### config.mk
export PLATFORM = sky130hd
export DESIGN_NAME = cfg_subsys_regs
export DESIGN_NICKNAME = d
export VERILOG_FILES = /design/src/design/cfg_subsys_pkg.sv /design/src/design/cfg_subsys_regs.sv
export SDC_FILE = /design/constraint.sdc
export NUM_CORES = 1
export LEC_CHECK = 0
export BUFFER_PORTS_ARGS = -buffer_cell sky130_fd_sc_hd__buf_4
export CAP_MARGIN = 40
export CORE_MARGIN = 3
export CORE_UTILIZATION = 25
export CTS_CLUSTER_SIZE = 10
export DETAILED_ROUTE_END_ITERATION = 16
export SYNTH_ARGS = -nofsm -noshare
export SYNTH_HDL_FRONTEND = slang
export SYNTH_SLANG_ARGS = --single-unit
### constraint.sdc
create_clock -name clock -period 1.8 [get_ports clock]
set_input_delay 0.09 -clock clock [delete_from_list [all_inputs] [get_ports clock]]
set_output_delay 0.09 -clock clock [all_outputs]
set_load 0.02 [all_outputs]
### src/design/cfg_subsys_pkg.sv
/*
  Package for the configuration-header slice that holds the subsystem
  identity words, the option ROM base register and the interrupt routing
  byte. Assumes the configuration cycle decoder and the serial nvRAM engine
  live outside and share one clock with this block.
*/
package cfg_subsys_pkg;

  // byte offsets in configuration space
  localparam logic [7:0] off_subsys_vendor  = 8'h2C;
  localparam logic [7:0] off_subsys         = 8'h2E;
  localparam logic [7:0] off_option_rom     = 8'h30;
  localparam logic [7:0] off_irq_routing    = 8'h3C;

  // dword indices seen on the access port
  localparam logic [5:0] idx_subsys         = off_subsys_vendor[7:2];
  localparam logic [5:0] idx_option_rom     = off_option_rom[7:2];
  localparam logic [5:0] idx_irq_routing    = off_irq_routing[7:2];

  // boot image byte addresses in the nvRAM
  localparam logic [7:0] boot_subsystem_vendor_code_lo       = 8'h6C;
  localparam logic [7:0] boot_subsystem_vendor_code_hi       = 8'h6D;
  localparam logic [7:0] boot_sid_lo        = 8'h6E;
  localparam logic [7:0] boot_sid_hi        = 8'h6F;
  localparam logic [7:0] boot_option_rom    = 8'h70;
  localparam logic [7:0] boot_irq_routing   = 8'h7C;

  // values after reset
  localparam logic [15:0] rst_subsys_id     = 16'h0000;
  localparam logic [20:0] rst_rom_base      = 21'h000000;
  localparam logic [7:0]  rst_irq_routing   = 8'hFF;

  // option ROM window: 2K bytes, decoded on address bits 31:11
  localparam int          rom_window_bits   = 11;
  localparam int          rom_base_bits     = 32 - rom_window_bits;
  localparam logic [1:0]  last_byte_index   = 2'h3;

  typedef enum logic [1:0] {
    st_idle  = 2'b01,
    st_fetch = 2'b10
  } fetch_state_type;

  // one configuration access, dword wide
  typedef struct packed {
    logic        rd;
    logic        wr;
    logic [5:0]  idx;
    logic [3:0]  be;
    logic [31:0] wdata;
  } cfg_req_type;

  // one byte delivered by the boot loader
  typedef struct packed {
    logic       valid;
    logic [7:0] addr;
    logic [7:0] data;
  } boot_byte_type;

  // one memory cycle presented for the option ROM window
  typedef struct packed {
    logic        req;
    logic        read;
    logic [31:0] addr;
  } mem_req_type;

endpackage

### src/design/cfg_subsys_regs.sv
/*
  Subsystem identity words, option ROM base register with its 2K window
  and nvRAM-backed read path, and the interrupt routing byte.
  Assumes every input comes from logic on the same PCI clock; the serial
  nvRAM engine answers one byte read at a time with a one-cycle ack.
*/
// Overview of operation
// - Vendor id word at 2Ch is read-only, resets 0, boots from 6Ch-6Dh.
// - An all-zero identity means no subsystem support; shown unchanged.
// - Subsystem word at 2Eh is read-only, resets 0, boots from 6Eh-6Fh.
// - ROM base at 30h: bits 31:11 and 0 writable, 10:1 read 0, resets 0.
// - The ROM register's boot enable comes from nvRAM byte 70h.
// - With the region present, all ones written read back FFFFF801h (2K).
// - With the nvRAM enable clear, configuration reads of 30h return zero.
// - Bit 0 enables ROM decode, only while command memory decode is on.
// - With the nvRAM enable clear, host writes to decode enable are ignored.
// - A ROM window read is filled by four nvRAM byte reads into one dword.
// - Routing byte at 3Ch resets to FFh, boots from 7Ch, host-writable.
module cfg_subsys_regs
  import cfg_subsys_pkg::*;
(
  // clock and reset
  input  wire logic                        clock,
  input  wire logic                        srst,
  // configuration access
  input  wire cfg_subsys_pkg::cfg_req_type cfg_req,
  output logic [31:0]                      cfg_rdata,
  output logic                             cfg_rvalid,
  // boot loader bytes
  input  wire cfg_subsys_pkg::boot_byte_type boot_byte,
  // memory decode bit of pci_command_word
  input  wire logic                        mem_space_en,
  // option ROM memory cycles
  input  wire cfg_subsys_pkg::mem_req_type mem_req,
  output logic                             mem_hit,
  output logic                             mem_busy,
  output logic [31:0]                      mem_rdata,
  output logic                             mem_done,
  // nvRAM byte reads
  output logic                             nv_rd_req,
  output logic [10:0]                      nv_rd_addr,
  input  wire logic                        nv_rd_ack,
  input  wire logic [7:0]                  nv_rd_data
);
  import cfg_subsys_pkg::*;

  typedef struct packed {
    logic [15:0]     subsystem_vendor_code;
    logic [15:0]     subsystem_code;
    logic [20:0]     rom_base;
    logic            rom_dec_en;
    logic            rom_present;
    logic [7:0]      irq_line;
    logic [31:0]     cfg_rdata;
    logic            cfg_rvalid;
    fetch_state_type fsm;
    logic [1:0]      byte_cnt;
    logic [8:0]      word_addr;
    logic [31:0]     rom_word;
    logic            mem_done;
  } state_type;

  state_type s_q;
  state_type s_d;

  function automatic logic [31:0] merge_be(input logic [31:0] old_v,
                                           input logic [31:0] new_v,
                                           input logic [3:0]  be);
    logic [31:0] r;
    r = old_v;
    for (int i = 0; i < 4; i++) begin
      if (be[i]) begin
        r[8*i +: 8] = new_v[8*i +: 8];
      end
    end
    return r;
  endfunction

  function automatic logic [31:0] rom_reg_view(input state_type s);
    logic [31:0] r;
    r = '0;
    if (s.rom_present) begin
      r = {s.rom_base, 10'h000, s.rom_dec_en};
    end
    return r;
  endfunction

  logic [31:0] rom_wr_val;
  logic        rom_claim;

  // window is fixed at 2K: every base bit is writable, so all ones
  // written come back as FFFFF801h
  assign rom_wr_val = merge_be(rom_reg_view(s_q), cfg_req.wdata,
                               cfg_req.be);
  assign rom_claim  = mem_space_en && s_q.rom_present && s_q.rom_dec_en
                      && (mem_req.addr[31:rom_window_bits]
                          == s_q.rom_base);

  always_comb begin
    s_d = s_q;
    s_d.cfg_rvalid = 1'b0;
    s_d.mem_done = 1'b0;

    // boot image bytes
    if (boot_byte.valid) begin
      case (boot_byte.addr)
        boot_subsystem_vendor_code_lo:     s_d.subsystem_vendor_code[7:0]  = boot_byte.data;
        boot_subsystem_vendor_code_hi:     s_d.subsystem_vendor_code[15:8] = boot_byte.data;
        boot_sid_lo:      s_d.subsystem_code[7:0]   = boot_byte.data;
        boot_sid_hi:      s_d.subsystem_code[15:8]  = boot_byte.data;
        // upper boot bits are hardwired; only the enable is loaded
        boot_option_rom:  s_d.rom_present = boot_byte.data[0];
        boot_irq_routing: s_d.irq_line = boot_byte.data;
        default: ;
      endcase
    end

    // host writes land after boot bytes in the same cycle
    if (cfg_req.wr) begin
      case (cfg_req.idx)
        idx_option_rom: begin
          if (s_q.rom_present) begin
            s_d.rom_base   = rom_wr_val[31:rom_window_bits];
            s_d.rom_dec_en = rom_wr_val[0];
          end
        end
        idx_irq_routing: begin
          if (cfg_req.be[0]) begin
            s_d.irq_line = cfg_req.wdata[7:0];
          end
        end
        default: ;
      endcase
    end

    // identity words go out as loaded, zero included
    if (cfg_req.rd) begin
      s_d.cfg_rvalid = 1'b1;
      case (cfg_req.idx)
        idx_subsys:      s_d.cfg_rdata = {s_q.subsystem_code, s_q.subsystem_vendor_code};
        idx_option_rom:  s_d.cfg_rdata = rom_reg_view(s_q);
        idx_irq_routing: s_d.cfg_rdata = {24'h000000, s_q.irq_line};
        default:         s_d.cfg_rdata = 32'h00000000;
      endcase
    end

    // option ROM fetch: four byte reads, lowest address first
    case (s_q.fsm)
      st_idle: begin
        // writes to the window are not claimed and so never start a fetch
        if (mem_req.req && mem_req.read && rom_claim) begin
          s_d.fsm = st_fetch;
          s_d.byte_cnt = 2'h0;
          s_d.word_addr = mem_req.addr[rom_window_bits-1:2];
        end
      end
      st_fetch: begin
        if (nv_rd_ack) begin
          s_d.rom_word[8*s_q.byte_cnt +: 8] = nv_rd_data;
          s_d.byte_cnt = s_q.byte_cnt + 2'h1;
          if (s_q.byte_cnt == last_byte_index) begin
            s_d.fsm = st_idle;
            s_d.mem_done = 1'b1;
          end
        end
      end
      default: s_d.fsm = st_idle;
    endcase
  end

  always_ff @(posedge clock) begin
    if (srst) begin
      s_q <= '{subsystem_vendor_code: rst_subsys_id, subsystem_code: rst_subsys_id,
               rom_base: rst_rom_base, rom_dec_en: 1'b0,
               rom_present: 1'b0, irq_line: rst_irq_routing,
               cfg_rdata: 32'h00000000, cfg_rvalid: 1'b0,
               fsm: st_idle, byte_cnt: 2'h0, word_addr: 9'h000,
               rom_word: 32'h00000000, mem_done: 1'b0};
    end else begin
      s_q <= s_d;
    end
  end

  assign cfg_rdata  = s_q.cfg_rdata;
  assign cfg_rvalid = s_q.cfg_rvalid;
  assign mem_hit    = rom_claim && mem_req.req && mem_req.read;
  assign mem_busy   = (s_q.fsm == st_fetch);
  assign mem_rdata  = s_q.rom_word;
  assign mem_done   = s_q.mem_done;
  assign nv_rd_req  = (s_q.fsm == st_fetch);
  assign nv_rd_addr = {s_q.word_addr, s_q.byte_cnt};
endmodule

==> impl_metrics.env, run 1 <==
export IMPL_status="finished, final reports clean"
export IMPL_crit_slowest_cell="dfxtp_4"
export IMPL_portBuffers=181
export IMPL_ff2ff_path_depth=6
export IMPL_route_detailed_drc=0
export IMPL_grt_pass1_wl_microns=31500
export IMPL_cts_tree="yes"
export IMPL_initial_core_util_pct=25.7
export IMPL_hold_viol_final=0
export IMPL_synth_area_leaders="dfxtp_1 (44%), buf_4 (9.0%), mux2i_1 (7.2%), a21oi_1 (6.0%), nand2_1 (4.9%)"
export IMPL_layout_nets=1025
export IMPL_ff_latch_area_sq_um=2870
export IMPL_synth_edf_count=0
export IMPL_yosys_top_cells_count="dfxtp_1 (142), nand2_1 (85), a21oi_1 (78), buf_4 (78), nor2_1 (72)"
export IMPL_drt_iter0_markers=399
export IMPL_multi_input_area_sq_um=2970
export IMPL_skew_ps=10.5
export IMPL_fin_crit_sh_pct=99.9
export IMPL_hold_class="in -> reg"
export IMPL_cts_sinks=142
export IMPL_finalCriticalPeriod_ps=1800
export IMPL_clockRootBuffer="clkbuf_16"
export IMPL_synthXorXnorAreaFrac_pct=2.82
export IMPL_clkTransAtPathRegs_ps=70
export IMPL_min_to="cfg_rdata[3]"
export IMPL_synth_top_family_by_area="simple AND/OR/NAND/NOR gates"
export IMPL_die_w_microns=167
export IMPL_gr_total_overflow=0
export IMPL_critPathMaxStageDelay_ps=350
export IMPL_die_height_microns=167
export IMPL_synth_compound_area_share_pct=12.6
export IMPL_cap_viol_max_count=0
export IMPL_path_buf_inv=2
export IMPL_ys_ff_latch=142
export IMPL_synth_fp_nets=856
export IMPL_rr_startpoint="s_q[97]"
export IMPL_dr_total_vias=5733
export IMPL_r2r_end="nv_rd_addr[2]"
export IMPL_syn_area_sq_um=6520
export IMPL_grt_pass1_vias=5506
export IMPL_fmax_mhz=556
export IMPL_wirelength_microns=20800
export IMPL_yosysTopAreaCellShare_pct=43.6
export IMPL_drive_above_1_share_pct=31.2
export IMPL_hold_path_cell_count=3
export IMPL_n_fill_cell=2605
export IMPL_startpoint_type="flip-flop"
export IMPL_slew_viol_final=0
export IMPL_synth_adder_area_share_pct=1.15
export IMPL_syn_inst=743
export IMPL_tightest_slew_ps=514
export IMPL_drt_first_pass_iters=5
export IMPL_die_area_sq_um=28000
export IMPL_syn_area_per_cell_sq_um=8.77
export IMPL_num_rows=58
export IMPL_rsz0062_at_grt="yes"
export IMPL_yosysTopAreaCell="dfxtp_1"
export IMPL_dpl_hpwl_microns=15500
export IMPL_coreArea_sq_um=25400
export IMPL_async_flop_share_pct=0
export IMPL_yosysMostFrequentCell="dfxtp_1"
export IMPL_cp_top_family="simple AND/OR/NAND/NOR gates"
export IMPL_area_growth_syn_to_layout_pct=38.2
export IMPL_maxSlewHeadroom_pct=65.7
export IMPL_vias_per_cell=4.57
export IMPL_synthFlopType="dfxtp_1"
export IMPL_routabilityCongestion=0.788
export IMPL_path_max_fanout=2
export IMPL_stdcell_count=1255
export IMPL_yosysUniqueCellTypes=43
export IMPL_grtUsageTotal_pct=14.3
export IMPL_grt_max_degree=36
export IMPL_tns_ps=0
export IMPL_critPathLaunch="s_q[91]"
export IMPL_setup_viol=0
export IMPL_crit_arrival_ps=1710
export IMPL_clk_latency_ps=430
export IMPL_seq_area_frac_synth_pct=43.6
export IMPL_hp_start="cfg_req[43]"
export IMPL_regToRegSetupSlack_ps=80
export IMPL_worst_ep_required_time_ps=1710
export IMPL_critPathCaptureType="output pin"
export IMPL_placedCellCount=1161
export IMPL_io_pins=187
export IMPL_p_per_area_nw_per_um2=777
export IMPL_synthMuxAreaShare_pct=8.60
export IMPL_leakagePower_uw=0.00352
export IMPL_path_class="reg -> out"
export IMPL_peakVddDrop_uv=716
export IMPL_antenna_found_initial=0
export IMPL_wl_per_cell_microns=16.6
export IMPL_antenna_left=0
export IMPL_ctsLongestPathBuffers=2
export IMPL_path_cells="xnor2_2, nand4_1, nor3_2, buf_4, nor2b_4, buf_6"
export IMPL_synth_simple_area_share_pct=18.9
export IMPL_whs_ps=16.2
export IMPL_h_tree_depth=4
export IMPL_antenna_cells=0
export IMPL_yosysWarnings=0
export IMPL_cts_buffers=17
## flip-flops by register name, summed over array words and instances, names as in the netlist
signal and count:
nv_rd_addr 11, mem_rdata 32, s_q 65, mem_done 1, cfg_rvalid 1, cfg_rdata 32
## report_power, final
part	switching [uW]	internal [uW]	leakage [uW]
sequential	2.52	3140	0.00115
combinational	236	285	0.00210
clock	1520	1810	0.000263
total	1760	5240	0.00352
## per-stage QoR
step	total power, uW	instance area, sq um	worst slack, ps	util [%]
2_1_floorplan	3350	6520	67.7	-
3_3_place_gp	3630	7730	48.4	30.4
3_5_place_dp	3630	7730	4.45	30.4
4_1_cts	7060	8960	-19.2	35.3
5_1_grt	7210	9010	-99.2	35.5
6_report	7000	9010	1.11	35.5
## cells in the final DEF (no fill, tap or decap), types with 5 or more instances in the layout
cell and n:
xnor2_2 5, nand2_1 85, a22oi_1 21, mux2i_1 47, clkbuf_16 17, and3_1 11
a21oi_1 78, xor2_1 8, xnor2_1 7, buf_4 211, o21ai_1 10, ha_1 6
dlygate4sd3_1 55, nor3b_1 5, dfxtp_2 12, nand4_1 13, nor2_1 72, inv_6 6
mux2_2 8, a2bb2oi_1 21, dfxtp_1 128, nand3_1 46
## how the worst max path moves through the flow
stage,to,slack (ps),depth (start not counted)
6_report,mem_hit,1,6
3_5_place_dp,nv_rd_addr[4],4,6
4_1_cts,mem_hit,-20,6
2_1_floorplan,mem_rdata[0],70,5
5_1_grt,mem_hit,-100,6
3_3_place_gp,nv_rd_addr[0],50,6
## per-layer routing
| layer | global-route usage (%) | wire, microns | vias to the layer above |
|---|---|---|---|
| met4 | 2.56 | 150 | 0 |
| met2 | 23.8 | 9940 | 206 |
| met3 | 4.23 | 1390 | 11 |
| li1 | - | - | 2828 |
| met5 | 0 | 0 | - |
| met1 | 18.8 | 9310 | 2688 |
## worst register-to-register path: stages, from the launching register on
cell	delay, ps
dfxtp_1	360
xor2_1	200
nor4_4	320
and3_1	300
buf_4	200
nand4_1	110
a21oi_1	160
## cell type report
class	count	share of cell area, %
Timing Repair Buffer	270	24.4
Clock buffer	18	4.76
Clock inverter	14	1.37
Multi-Input combinational cell	477	32.9
Tap cell	330	4.58
Inverter	4	0.167
Sequential cell	142	31.8
## logic make-up (layout without fill, tap and decap cells)
| logic type | Yosys count | in the layout |
|---|---|---|
| xor+xnor | 21 | 21 |
| buf+inv | 124 | 306 |
| fa+ha+maj | 6 | 6 |
| compound gates | 135 | 135 |
| simple gates | 260 | 260 |
| mux | 55 | 55 |
| flops | 142 | 142 |
## repair_timing
item / in CTS / in global routing
setup endpoints to repair: 2 / 10
buffers inserted: 6 / 1
resized for setup: 20 / 12
pin swaps: 7 / 5
hold buffers: 55 / 0
endpoints found under the hold margin: 103 / 0
Note: power is estimated with default switching activity, not from simulation.
==> run 2: changes to the inputs <==
SETUP_SLACK_MARGIN = 0.4   (was default)
==> run 2 against run 1 <==
Effect of this change:
- via count increased by 2.6%
- highest routed layer unchanged
- non-clock buffer count grew 5
- largest cell class unchanged
- critical endpoint unchanged
- design area rose by 7.2%
- final cell count up 0.32%
==> impl_metrics.env, run 2 (synthesis gave the netlist of run 1 again) <==
export IMPL_clk_latency_ps=420
export IMPL_tightest_slew_ps=533
export IMPL_clkTransAtPathRegs_ps=70
export IMPL_rr_startpoint="s_q[102]"
export IMPL_hold_viol_final=0
export IMPL_status="finished, final reports clean"
export IMPL_grtUsageTotal_pct=14.8
export IMPL_drt_iter0_markers=384
export IMPL_placed_area_sq_um=7780
export IMPL_highest_signal_layer="met4"
export IMPL_routabilityCongestion=0.819
export IMPL_grt_pass1_vias=5754
export IMPL_antenna_found_initial=0
export IMPL_crit_arrival_ps=1710
export IMPL_fin_crit_sh_pct=99.9
export IMPL_cts_tree="yes"
export IMPL_path_cells="xnor2_2, nand4_1, nor3_2, buf_4, nor2b_4, buf_6"
export IMPL_path_buf_inv=2
export IMPL_grt_max_degree=49
export IMPL_ff2ff_path_depth=9
export IMPL_initial_core_util_pct=25.7
export IMPL_hold_path_cell_count=4
export IMPL_finalCriticalPeriod_ps=1800
export IMPL_fmax_mhz=556
export IMPL_drive_above_1_share_pct=42.3
export IMPL_die_height_microns=167
export IMPL_grt_pass1_wl_microns=32300
export IMPL_antenna_left=0
export IMPL_postLayoutCoreUtil_pct=38.0
export IMPL_crit_slowest_cell="dfxtp_2"
export IMPL_h_tree_depth=4
export IMPL_dpl_hpwl_microns=15300
export IMPL_io_pins=187
export IMPL_ctsLongestPathBuffers=2
export IMPL_leakagePower_uw=0.00365
export IMPL_coreArea_sq_um=25400
export IMPL_hold_class="in -> reg"
export IMPL_final_common_cell="buf_4"
export IMPL_startpoint_type="flip-flop"
export IMPL_num_rows=58
export IMPL_skew_ps=10.9
export IMPL_wirelength_microns=21900
export IMPL_gr_total_overflow=0
export IMPL_layout_nets=1030
export IMPL_regMostFlops="s_q"
export IMPL_maxSlewHeadroom_pct=64.5
export IMPL_slew_viol_final=0
export IMPL_r2r_end="nv_rd_addr[1]"
export IMPL_cts_sinks=142
export IMPL_rsz0062_at_grt="yes"
export IMPL_critPathCaptureType="output pin"
export IMPL_fin_area_sq_um=9660
export IMPL_path_max_fanout=3
export IMPL_peakVddDrop_uv=486
export IMPL_route_detailed_drc=0
export IMPL_dr_total_vias=5882
export IMPL_path_class="reg -> out"
export IMPL_cp_top_family="simple AND/OR/NAND/NOR gates"
export IMPL_portBuffers=181
export IMPL_area_growth_syn_to_layout_pct=48.3
export IMPL_largest_reg_flops=65
export IMPL_p_per_area_nw_per_um2=759
export IMPL_final_cell_mix="buf_4 (204), dfxtp_1 (123), nand2_1 (81)"
export IMPL_wl_per_cell_microns=17.4
export IMPL_met2_length_microns=10700
export IMPL_wl_met1_microns=9580
export IMPL_setup_viol=0
export IMPL_clockRootBuffer="clkbuf_16"
export IMPL_vias_per_cell=4.67
export IMPL_worst_ep_required_time_ps=1710
export IMPL_whs_ps=36.1
export IMPL_die_area_sq_um=28000
export IMPL_cap_viol_max_count=0
export IMPL_min_to="s_q[88]"
export IMPL_critPathMaxStageDelay_ps=380
export IMPL_cts_buffers=17
export IMPL_die_w_microns=167
export IMPL_dr_wl_met3_microns=1440
export IMPL_hp_start="cfg_req[32]"
export IMPL_drt_first_pass_iters=6
export IMPL_antenna_cells=0
export IMPL_regToRegSetupSlack_ps=60
run 2: changes by cell type in the layout (fill, tap and decap cells not counted), sizes merged:
cell         before  now
bufinv            0    3
dlygate4sd3      55   56
clkinvlp          3    2
buf             215  218
clkbuf           18   20
inv              12    7
clkinv            3    4
run 2: per-stage QoR:
step	total power [uW]	setup TNS (ps)	cells	worst slack [ps]
3_5_place_dp	3640	0	1153	22.9
2_1_floorplan	3350	0	743	283
3_3_place_gp	3640	0	1153	77.3
5_1_grt	7580	-101	1259	-96.6
6_report	7340	0	1259	1.34
4_1_cts	7400	0	1251	8.25
run 2: layout make-up:
class / instances / area, sq um
repair buffers: 275 / 2300
multi-input cells: 477 / 3440
flip-flops and latches: 142 / 2880
well taps: 330 / 413
fillers: 2522 / 15700
inverters: 4 / 22.5
clock inverters: 12 / 161
clock buffers: 19 / 443
run 2: layer usage:
layer | vias to the layer above | track usage [%]
met4 | 0 | 3.34
met5 | - | 0
met1 | 2819 | 18.8
met3 | 19 | 4.51
li1 | 2851 | -
met2 | 193 | 24.8
run 2: tightest hold or removal path, cell delays in order:
cell	delay, ps
buf_4	120
nand3_1	70
mux2i_1	70
nor2_1	70
run 2: power by group:
part	internal [uW]	total, uW	switching [uW]	leakage (uW)
sequential	3140	3140	2.23	0.00116
clock	2230	3650	1420	0.000292
combinational	291	547	256	0.00220
total	5650	7340	1680	0.00365
run 2: worst max-delay path by stage:
stage                     startpoint            end  slack (ps)  cells past startpoint
after CTS                   s_q[108]        mem_hit           8                      6
after floorplan             s_q[107]  nv_rd_addr[2]         280                      6
after global routing        s_q[102]        mem_hit        -100                      6
after global placement       s_q[90]  nv_rd_addr[2]          80                      6
after detailed placement     s_q[90]  nv_rd_addr[6]          20                      6
final                       s_q[102]        mem_hit           1                      6
run 2: repair_timing:
item | CTS | global route
setup buffers | 11 | 7
pin swaps | 16 | 58
endpoints found under the setup margin | 64 | 74
hold endpoints to repair | 105 | 0
hold buffers | 56 | 0
gates resized for setup | 33 | 102
gates cloned | 0 | 1
